$ cat src/hw/mbm_regs.vh
// constants of the six-by-five bus matrix: sizes, register map, fields
// assumes a 32-bit APB register bus and AHB-Lite style layers
`ifndef MBM_REGS_VH
`define MBM_REGS_VH

`define MBM_NUM_M 6
`define MBM_NUM_S 5
`define MBM_NO_OWNER 3'h7

// register byte offsets
`define MBM_MCFG_BASE 12'h000
`define MBM_SCFG_BASE 12'h040
`define MBM_PRAS_BASE 12'h080
`define MBM_PRAS_STEP 8
`define MBM_REMAP_OFS 12'h100
`define MBM_STATUS_OFS 12'h110

// field layout
`define MBM_MCFG_MASK 32'h0000_0007
`define MBM_SCFG_MASK 32'h033F_00FF
`define MBM_PRAS_MASK 32'h0033_3333
`define MBM_REMAP_MASK 32'h0000_003F
`define MBM_SLOT_LSB 0
`define MBM_POL_LSB 16
`define MBM_FIX_LSB 18
`define MBM_ARB_LSB 24

// reset values
`define MBM_SCFG0_RST 32'h0001_0010
`define MBM_SCFG1_RST 32'h0005_0010
`define MBM_SCFG_RST 32'h0000_0010

// default master policies and arbitration schemes
`define MBM_POL_NONE 2'h0
`define MBM_POL_LAST 2'h1
`define MBM_POL_FIXED 2'h2
`define MBM_ARB_RR 2'h0
`define MBM_ARB_FIXED 2'h1

// open burst split selector codes
`define MBM_SPLIT_INF 3'h0
`define MBM_SPLIT_1 3'h1
`define MBM_SPLIT_4 3'h2
`define MBM_SPLIT_8 3'h3
`define MBM_SPLIT_16 3'h4

// ahb codes and boot decode
`define MBM_TRANS_NONSEQ 2'h2
`define MBM_BURST_SINGLE 3'h0
`define MBM_BURST_INCR 3'h1
`define MBM_BOOT_SLV 3'h0
`define MBM_BOOT_REMAP_SLV 3'h1

`endif

$ cat src/hw/mbm_matrix.v
// six-master, five-slave bus matrix with per-slave arbiters and APB setup
// assumes masters hold each request until their hready pulse
//
// Contract
// - six masters reach five slaves over parallel independent paths
// - new connection costs one cycle; slave's default master costs none
// - every master has its own address decoder with several mappings
// - remap bit per master steers only that master's decoder
// - no-default policy: idle slave disconnects from every master
// - last-access policy: idle slave keeps the most recent requester
// - fixed policy: idle slave joins fixed owner, changed only by software
// - per slave: 2-bit policy selector, 4-bit fixed owner number
// - one separate arbiter for each slave
// - per-slave scheme: round-robin or fixed priority, round-robin at reset
// - regrant only on idle, single, burst end or expired slot
// - open burst split per master: never, 1, 4, 8 or 16 beats
// - infinite split: open bursts never broken at predicted ends
// - slot counter loads at burst start, decrements every cycle
// - slot counter zero allows regrant after current beat
// - round-robin: lowest number first, then rotating order
// - round-robin, no default: first burst access pays one cycle
// - round-robin, last access: previous master pays nothing
// - round-robin, fixed default: fixed owner pays nothing
// - fixed priority: highest value wins, ties to highest master number
// - each slave holds a programmable priority per master
// - split codes: 0 infinite, 1 single, 2 four, 3 eight, 4 sixteen
// - policy codes: 0 none, 1 last, 2 fixed
// - fixed owner without a path behaves as no-default policy
// - scheme codes: 0 round-robin, 1 fixed priority, 2 and 3 reserved
//
// The placing of the registers and the APB slave port were decided locally.
`include "mbm_regs.vh"

module mbm_matrix #(
  parameter AW = 32,
  parameter DW = 32
) (
  input wire pclk,
  input wire presetn,
  input wire psel,
  input wire penable,
  input wire pwrite,
  input wire [11:0] paddr,
  input wire [31:0] pwdata,
  output reg [31:0] prdata,
  output reg pready,
  output reg pslverr,
  input wire [11:0] m_htrans,
  input wire [6*AW-1:0] m_haddr,
  input wire [5:0] m_hwrite,
  input wire [17:0] m_hsize,
  input wire [17:0] m_hburst,
  input wire [6*DW-1:0] m_hwdata,
  output reg [5:0] m_hready,
  output reg [5:0] m_hresp,
  output reg [6*DW-1:0] m_hrdata,
  output reg [4:0] s_hsel,
  output reg [5*AW-1:0] s_haddr,
  output reg [9:0] s_htrans,
  output reg [4:0] s_hwrite,
  output reg [14:0] s_hsize,
  output reg [14:0] s_hburst,
  output reg [5*DW-1:0] s_hwdata,
  output reg [14:0] s_hmaster,
  input wire [4:0] s_hreadyout,
  input wire [4:0] s_hresp,
  input wire [5*DW-1:0] s_hrdata
);

  // ****************************************
  // decode and arbitration functions
  // ****************************************

  // boot region is steered by the remap bit
  function [2:0] dec_fn;
    input [3:0] region;
    input remap;
    begin
      if (region == 4'h0)
        dec_fn = remap ? `MBM_BOOT_REMAP_SLV : `MBM_BOOT_SLV;
      else if (region > 4'h4)
        dec_fn = 3'h4;
      else
        dec_fn = region[2:0];
    end
  endfunction

  function [2:0] pick_fn;
    input [5:0] req;
    input [2:0] last;
    input by_prio;
    input [31:0] pri;
    integer i;
    integer t;
    reg [2:0] k;
    reg found;
    reg [1:0] best;
    begin
      pick_fn = `MBM_NO_OWNER;
      found = 1'b0;
      best = 2'h0;
      for (i = 0; i < 6; i = i + 1)
      begin
        if (by_prio)
          t = i;
        else if (last > 3'h5)
          t = i;
        else
          t = (last + 1 + i) % 6;
        k = t[2:0];
        if (by_prio)
        begin
          if (req[k] && (!found || pri[4*k +: 2] >= best))
          begin
            pick_fn = k;
            best = pri[4*k +: 2];
            found = 1'b1;
          end
        end
        else if (req[k] && !found)
        begin
          pick_fn = k;
          found = 1'b1;
        end
      end
    end
  endfunction

  function [2:0] dflt_fn;
    input [1:0] pol;
    input [3:0] fix;
    input [2:0] last;
    begin
      case (pol)
        `MBM_POL_LAST: dflt_fn = last;
        `MBM_POL_FIXED: dflt_fn = (fix < 4'h6) ? fix[2:0] : `MBM_NO_OWNER;
        default: dflt_fn = `MBM_NO_OWNER;
      endcase
    end
  endfunction

  // {break enabled, beat mask}; the beat count wraps at sixteen
  function [4:0] bmask_fn;
    input [2:0] hb;
    input [2:0] split;
    begin
      case (hb)
        `MBM_BURST_SINGLE: bmask_fn = 5'h10;
        `MBM_BURST_INCR:
          case (split)
            `MBM_SPLIT_1: bmask_fn = 5'h10;
            `MBM_SPLIT_4: bmask_fn = 5'h13;
            `MBM_SPLIT_8: bmask_fn = 5'h17;
            `MBM_SPLIT_16: bmask_fn = 5'h1F;
            default: bmask_fn = 5'h00;
          endcase
        3'h2, 3'h3: bmask_fn = 5'h13;
        3'h4, 3'h5: bmask_fn = 5'h17;
        default: bmask_fn = 5'h1F;
      endcase
    end
  endfunction

  // ****************************************
  // configuration registers
  // ****************************************

  reg [31:0] mcfg_reg [0:5];
  reg [31:0] scfg_reg [0:4];
  reg [31:0] pri_reg [0:4];
  reg [31:0] remap_reg;
  reg [2:0] owner_reg [0:4];
  reg [2:0] last_reg [0:4];
  reg [7:0] slot_reg [0:4];
  reg [3:0] beat_reg [0:4];
  reg [4:0] brk_reg;
  wire [14:0] owner_bus;
  reg [31:0] rd_next;
  reg hit_next;
  integer i;
  integer j;
  integer c;

  // own loop index: a shared one would be driven from two processes
  always @*
  begin
    rd_next = 32'h0000_0000;
    hit_next = 1'b0;
    for (c = 0; c < 6; c = c + 1)
      if (paddr == `MBM_MCFG_BASE + 4*c)
      begin
        rd_next = mcfg_reg[c];
        hit_next = 1'b1;
      end
    for (c = 0; c < 5; c = c + 1)
    begin
      if (paddr == `MBM_SCFG_BASE + 4*c)
      begin
        rd_next = scfg_reg[c];
        hit_next = 1'b1;
      end
      if (paddr == `MBM_PRAS_BASE + `MBM_PRAS_STEP*c)
      begin
        rd_next = pri_reg[c];
        hit_next = 1'b1;
      end
    end
    if (paddr == `MBM_REMAP_OFS)
    begin
      rd_next = remap_reg;
      hit_next = 1'b1;
    end
    if (paddr == `MBM_STATUS_OFS)
    begin
      rd_next = {17'h0, owner_bus};
      hit_next = 1'b1;
    end
  end

  // one wait state: answer is ready in the second access cycle
  always @(posedge pclk or negedge presetn)
  begin
    if (!presetn)
    begin
      prdata <= 32'h0000_0000;
      pready <= 1'b0;
      pslverr <= 1'b0;
      remap_reg <= 32'h0000_0000;
      for (i = 0; i < 6; i = i + 1)
        mcfg_reg[i] <= 32'h0000_0000;
      for (i = 0; i < 5; i = i + 1)
      begin
        pri_reg[i] <= 32'h0000_0000;
        scfg_reg[i] <= `MBM_SCFG_RST;
      end
      scfg_reg[0] <= `MBM_SCFG0_RST;
      scfg_reg[1] <= `MBM_SCFG1_RST;
    end
    else
    begin
      pready <= psel & penable & ~pready;
      if (psel & penable & ~pready)
      begin
        prdata <= pwrite ? 32'h0000_0000 : rd_next;
        pslverr <= ~hit_next;
      end
      if (psel & penable & pready & pwrite)
      begin
        for (i = 0; i < 6; i = i + 1)
          if (paddr == `MBM_MCFG_BASE + 4*i)
            mcfg_reg[i] <= pwdata & `MBM_MCFG_MASK;
        for (i = 0; i < 5; i = i + 1)
        begin
          if (paddr == `MBM_SCFG_BASE + 4*i)
            scfg_reg[i] <= pwdata & `MBM_SCFG_MASK;
          if (paddr == `MBM_PRAS_BASE + `MBM_PRAS_STEP*i)
            pri_reg[i] <= pwdata & `MBM_PRAS_MASK;
        end
        if (paddr == `MBM_REMAP_OFS)
          remap_reg <= pwdata & `MBM_REMAP_MASK;
      end
    end
  end

  // ****************************************
  // per-master decoders
  // ****************************************

  wire [17:0] m_sel;
  wire [29:0] req_vec;
  wire [29:0] done_ms;
  wire [4:0] arb_ok;
  wire [4:0] issue;
  wire [14:0] pick;
  wire [14:0] dflt;
  wire [4:0] end_beat;
  wire [4:0] own_nonseq;

  genvar gm;
  genvar gs;
  generate
    for (gm = 0; gm < 6; gm = gm + 1)
    begin : dec
      assign m_sel[3*gm +: 3] =
        dec_fn(m_haddr[AW*gm+AW-4 +: 4], remap_reg[gm]);
    end

    // ****************************************
    // per-slave arbiters
    // ****************************************

    for (gs = 0; gs < 5; gs = gs + 1)
    begin : arb
      wire [2:0] own = owner_reg[gs];
      wire own_ok = own < 3'h6;
      wire [2:0] own_i = own_ok ? own : 3'h0;
      wire [5:0] req = req_vec[6*gs +: 6];
      wire own_req = own_ok & req[own_i];
      wire [31:0] cfg = scfg_reg[gs];
      wire [4:0] bm = bmask_fn(m_hburst[3*own_i +: 3], mcfg_reg[own_i][2:0]);
      wire done = s_hsel[gs] & s_hreadyout[gs];
      for (gm = 0; gm < 6; gm = gm + 1)
      begin : rq
        assign req_vec[6*gs+gm] =
          m_htrans[2*gm+1] & (m_sel[3*gm +: 3] == gs);
        assign done_ms[6*gs+gm] = done & own_ok & (own == gm);
      end
      // a fresh pick only when the slave is between beats and free to move
      assign arb_ok[gs] = ~s_hsel[gs] & (~own_req | brk_reg[gs]);
      // the connected master goes straight out, no arbitration cycle
      assign issue[gs] = ~s_hsel[gs] & own_req & ~brk_reg[gs] &
        ~m_hready[own_i];
      assign pick[3*gs +: 3] = pick_fn(req, last_reg[gs],
        cfg[`MBM_ARB_LSB +: 2] == `MBM_ARB_FIXED, pri_reg[gs]);
      assign dflt[3*gs +: 3] = dflt_fn(cfg[`MBM_POL_LSB +: 2],
        cfg[`MBM_FIX_LSB +: 4], last_reg[gs]);
      assign end_beat[gs] = (bm[4] & ((beat_reg[gs] & bm[3:0]) == 4'h0)) |
        (slot_reg[gs] == 8'h00);
      assign own_nonseq[gs] =
        m_htrans[2*own_i +: 2] == `MBM_TRANS_NONSEQ;
      assign owner_bus[3*gs +: 3] = own;
    end
  endgenerate

  // ****************************************
  // slave side state and forwarding
  // ****************************************

  // outputs are registered, so a beat reaches the slave one edge after issue
  always @(posedge pclk or negedge presetn)
  begin
    if (!presetn)
    begin
      s_hsel <= 5'h00;
      s_haddr <= {5*AW{1'b0}};
      s_htrans <= 10'h000;
      s_hwrite <= 5'h00;
      s_hsize <= 15'h0000;
      s_hburst <= 15'h0000;
      s_hwdata <= {5*DW{1'b0}};
      s_hmaster <= 15'h7FFF;
      brk_reg <= 5'h00;
      for (j = 0; j < 5; j = j + 1)
      begin
        owner_reg[j] <= `MBM_NO_OWNER;
        last_reg[j] <= `MBM_NO_OWNER;
        slot_reg[j] <= 8'h00;
        beat_reg[j] <= 4'h0;
      end
    end
    else
    begin
      for (j = 0; j < 5; j = j + 1)
      begin
        if (arb_ok[j])
        begin
          brk_reg[j] <= 1'b0;
          if (|req_vec[6*j +: 6])
            owner_reg[j] <= pick[3*j +: 3];
          else
            owner_reg[j] <= dflt[3*j +: 3];
        end
        if (issue[j])
        begin
          s_hsel[j] <= 1'b1;
          s_haddr[AW*j +: AW] <= m_haddr[AW*owner_reg[j] +: AW];
          s_htrans[2*j +: 2] <= m_htrans[2*owner_reg[j] +: 2];
          s_hwrite[j] <= m_hwrite[owner_reg[j]];
          s_hsize[3*j +: 3] <= m_hsize[3*owner_reg[j] +: 3];
          s_hburst[3*j +: 3] <= m_hburst[3*owner_reg[j] +: 3];
          s_hwdata[DW*j +: DW] <= m_hwdata[DW*owner_reg[j] +: DW];
          s_hmaster[3*j +: 3] <= owner_reg[j];
          last_reg[j] <= owner_reg[j];
          beat_reg[j] <= own_nonseq[j] ? 4'h1 : beat_reg[j] + 4'h1;
        end
        if (issue[j] & own_nonseq[j])
          slot_reg[j] <= scfg_reg[j][`MBM_SLOT_LSB +: 8];
        else if (slot_reg[j] != 8'h00)
          slot_reg[j] <= slot_reg[j] - 8'h01;
        if (s_hsel[j] & s_hreadyout[j])
        begin
          s_hsel[j] <= 1'b0;
          s_htrans[2*j +: 2] <= 2'h0;
          brk_reg[j] <= end_beat[j];
        end
      end
    end
  end

  // ****************************************
  // master side answers
  // ****************************************

  integer k;
  integer n;

  always @(posedge pclk or negedge presetn)
  begin
    if (!presetn)
    begin
      m_hready <= 6'h00;
      m_hresp <= 6'h00;
      m_hrdata <= {6*DW{1'b0}};
    end
    else
    begin
      for (k = 0; k < 6; k = k + 1)
      begin
        m_hready[k] <= 1'b0;
        for (n = 0; n < 5; n = n + 1)
          if (done_ms[6*n+k])
          begin
            m_hready[k] <= 1'b1;
            m_hresp[k] <= s_hresp[n];
            m_hrdata[DW*k +: DW] <= s_hrdata[DW*n +: DW];
          end
      end
    end
  end

endmodule // mbm_matrix

$ cat config.mk
export PLATFORM = sky130hd
export DESIGN_NAME = mbm_matrix
export DESIGN_NICKNAME = d
export VERILOG_FILES = /design/src/hw/mbm_matrix.v
export VERILOG_INCLUDE_DIRS = /design/src /design/src/hw
export SDC_FILE = /design/constraint.sdc
export NUM_CORES = 2
export LEC_CHECK = 0
export BUFFER_PORTS_ARGS = -buffer_cell sky130_fd_sc_hd__buf_2
export CAP_MARGIN = 20
export CORE_AREA = 2 2 495 497
export DETAILED_ROUTE_END_ITERATION = 8
export DIE_AREA = 0 0 497 499
export HOLD_SLACK_MARGIN = 0.12
export PLACE_DENSITY_LB_ADDON = 0.15
export SKIP_LAST_GASP = 1
export SYNTH_ARGS = -nofsm -noshare
export SYNTH_HDL_FRONTEND = slang
export SYNTH_SLANG_ARGS = --single-unit
$ cat constraint.sdc
create_clock -name pclk -period 14.2 [get_ports pclk]
set_input_delay 1.42 -clock pclk [delete_from_list [all_inputs] [get_ports pclk]]
set_output_delay 1.42 -clock pclk [all_outputs]
set_load 0.1 [all_outputs]
==> flow_summary.ini <==
[drt]
dr_total_vias = 77200
drc = 0
post_drt_wl_per_cell_um = 33.4
postRouteAntennaNets = 0
via_per_inst = 6.08
drtPass1Iterations = 9
drt-initial-drc-count = 9011
drt_wl_total_um = 424000

[place]
gp_congestion = 0.952
place_inst = 12300
io_buffers = 1258
preCtsSetupSlack_ps = 2690
dp_hpwl_um = 311000

[clocking]
cts_hold_buf = 0
ctsResizeCount = 0
cts_buffer_depth = 3
cts_setup_buffers = 0
clk-insertion-delay-late_ps = 820
cts.sinks = 858
clkTransAtPathRegs_ps = 60
numCtsBuffers = 114
cts-root-buf = clkbuf_16
cts_tree = done
ctsHtreeMaxLevel = 3

[critical_path]
critPathMaxStageDelay_ps = 890
reg2reg_depth = 45
crit_required_ps = 14890
cp-end-kind = flop
cp_max_fo = 25
crit_arrival_ps = 12220
start_kind = flop
crit_top_cell = ha_1
critPathKind = flop to flop
critical-path-slowest-cell = ha_1

[min_path]
worstHoldPathType = flop to flop
worstHoldPathCells = 1

[sta]
tightest_slew_ps = 1270
fin_setup_tns_ps = 0
hold_viol_final = 0
skew_ps = 66.7
slew_viol_final = 0
period_share_pct = 81.2
slew_headroom_pct = 15.2
fin_crit_ps = 11530
rsz0062_at_grt = no
setup_viol = 0
clock.fmax_mhz = 86.7
fin_ws_ps = 2670

[pwr]
power.leakage_nw = 38.7
power_density_nw_per_um2 = 297
total_power_w = 0.0259
vdd_drop_max_v = 0.000371

[logic_synthesis]
syn_inst = 8397
synthFlopType = dfrtp_1
ys_async_sr_fraction_pct = 100
ys_seq_area_share_pct = 29.5
ys_warn_count = 0
synth.avg_cell_area_um2 = 8.69
synth_top_cell_by_area = dfrtp_1
yosys-top-cells-area = dfrtp_1 (28%), mux4_2 (10%), mux2i_1 (8.1%), a21oi_1 (7.8%), nor2_1 (6.0%)
synth_area_um2 = 73000
synth_top_cells_by_count = nor2_1 (1174), a21oi_1 (1131), dfrtp_1 (820)
synth_top_area_share_pct = 28.1
synth_edf_count = 0
ys_types = 126
synth.most_common_cell = nor2_1
ys_seq_elements = 858

[global_route]
grt_pass1_vias = 72100
antenna_found_initial = 226
overflow = 0
track_usage_pct = 32.7
grt_pass1_wl_um = 584000
grt_start_max_net_pins = 156

[layout]
largest_register = m_hrdata
syn2layout_area_growth_pct = 19.4
finalNetCount = 10100
fill_cells = 25100
finalNonFillerCells = 12700
reg.largest.list = m_hrdata: 192 flops, s_haddr: 160 flops, s_hwdata: 160 flops
drive_gt1_share_pct = 26.8
largest_reg_flops = 192

[floorplan]
fp-row-count = 181
dieArea_um2 = 248000
die_y_um = 499
pin_count = 1280
start_util_pct = 30.1
core_area_um2 = 243000
die_w_um = 497

[run_status]
outcome = complete, no violations

[flow_run]
max_cap_violations = 0
cell usage in the layout, fill, tap and decap left out, types with 27 or more instances in the layout:
cell	Yosys	routed
buf_2	39	1258
nor2_1	1174	1165
a21oi_1	1131	1131
dfrtp_1	820	820
nand2_1	645	643
mux2i_1	589	589
o21ai_0	487	487
mux2_2	341	341
mux4_2	339	339
a211oi_1	233	233
ha_1	170	170
a22oi_1	151	151
diode_2	0	147
buf_4	13	145
nand3_1	126	122
inv_1	123	121
clkbuf_16	0	114
nor3_1	107	94
nor2b_1	88	88
nand2b_1	79	75
xnor2_1	54	54
a222oi_1	52	52
a22o_1	50	50
a31oi_1	47	46
o22ai_1	46	46
o211ai_1	42	42
a311oi_1	39	39
a21o_1	38	38
or3_1	34	34
o21a_1	33	33
o31ai_1	32	32
and2_1	31	30
or2_2	28	28
dfstp_2	38	28
bufinv_16	0	28
and3_1	28	27
metal layers:
layer / GRT usage [%] / wire length (um) / vias to the layer above / share of wire, %
met1: 39.6 / 163000 / 38600 / 38
met3: 10.9 / 43400 / 1047 / 10
met4: 23.2 / 34500 / 124 / 8.1
met2: 48.8 / 183000 / 4197 / 43
li1: - / - / 33200 / -
met5: 0 / 825 / - / 0.19
cells by family (layout without fill, tap and decap cells):
logic type / count (synthesis) / after routing / synth area share [%]
multiplexers: 1270 / 1270 / 23.8
flip-flops: 858 / 858 / 29.5
XOR/XNOR: 76 / 76 / 1.06
buffers and inverters: 826 / 1770 / 4.40
AND/OR/NAND/NOR: 2495 / 2495 / 15.1
adder cells (fa/ha/maj): 173 / 173 / 2.96
AO/OA/AOI/OAI: 2698 / 2698 / 23.2
other: 1 / 156 / 0.00514
worst paths after layout:
check                      slack (ps)    startpoint             end
max                              2670  s_hmaster[9]   arb[3].own[1]
min                               470   s_haddr[93]     s_haddr[93]
max reg2reg                      2670  s_hmaster[9]   arb[3].own[1]
min reg2reg                       470   s_haddr[93]     s_haddr[93]
max in group asynchronous       10490       presetn  arb[4].cfg[25]
min in group asynchronous         620       presetn    s_hwdata[69]
final cells by class:
type / count / area, um2 / share of cell area (%)
multi-input cells: 6721 / 48700 / 55.9
repair buffers: 1416 / 7630 / 8.76
well taps: 3202 / 4010 / 4.60
inverters: 142 / 548 / 0.629
flip-flops and latches: 858 / 21600 / 24.7
clock inverters: 67 / 1170 / 1.35
diodes: 147 / 368 / 0.422
clock buffers: 145 / 3150 / 3.62
where the power goes:
group / total (W) / switching, W / internal (W) / leakage, nW
clock network: 0.00341 / 0.00133 / 0.00208 / 2.09
registers: 0.00440 / 0.00105 / 0.00335 / 10.9
logic: 0.0181 / 0.0135 / 0.00453 / 25.8
critical path: cells and delay by family (launching register included):
kind,cells,cell delay (ps)
muxes,1,140
adders and majority gates,8,2870
buffers and inverters,6,1080
AOI/OAI and AO/OA,20,4410
and+or+nand+nor,10,2030
DFF,1,840
metrics by stage:
step	instance area, um2	hold slack, ps	utilization (%)
finish	87100	465	35.9
global route	86900	480	35.8
CTS	86700	467	35.7
detailed placement	82400	453	34.0
global placement	82400	446	34.0
floorplan	73000	462	-
Power figures use the tool's default switching activity.
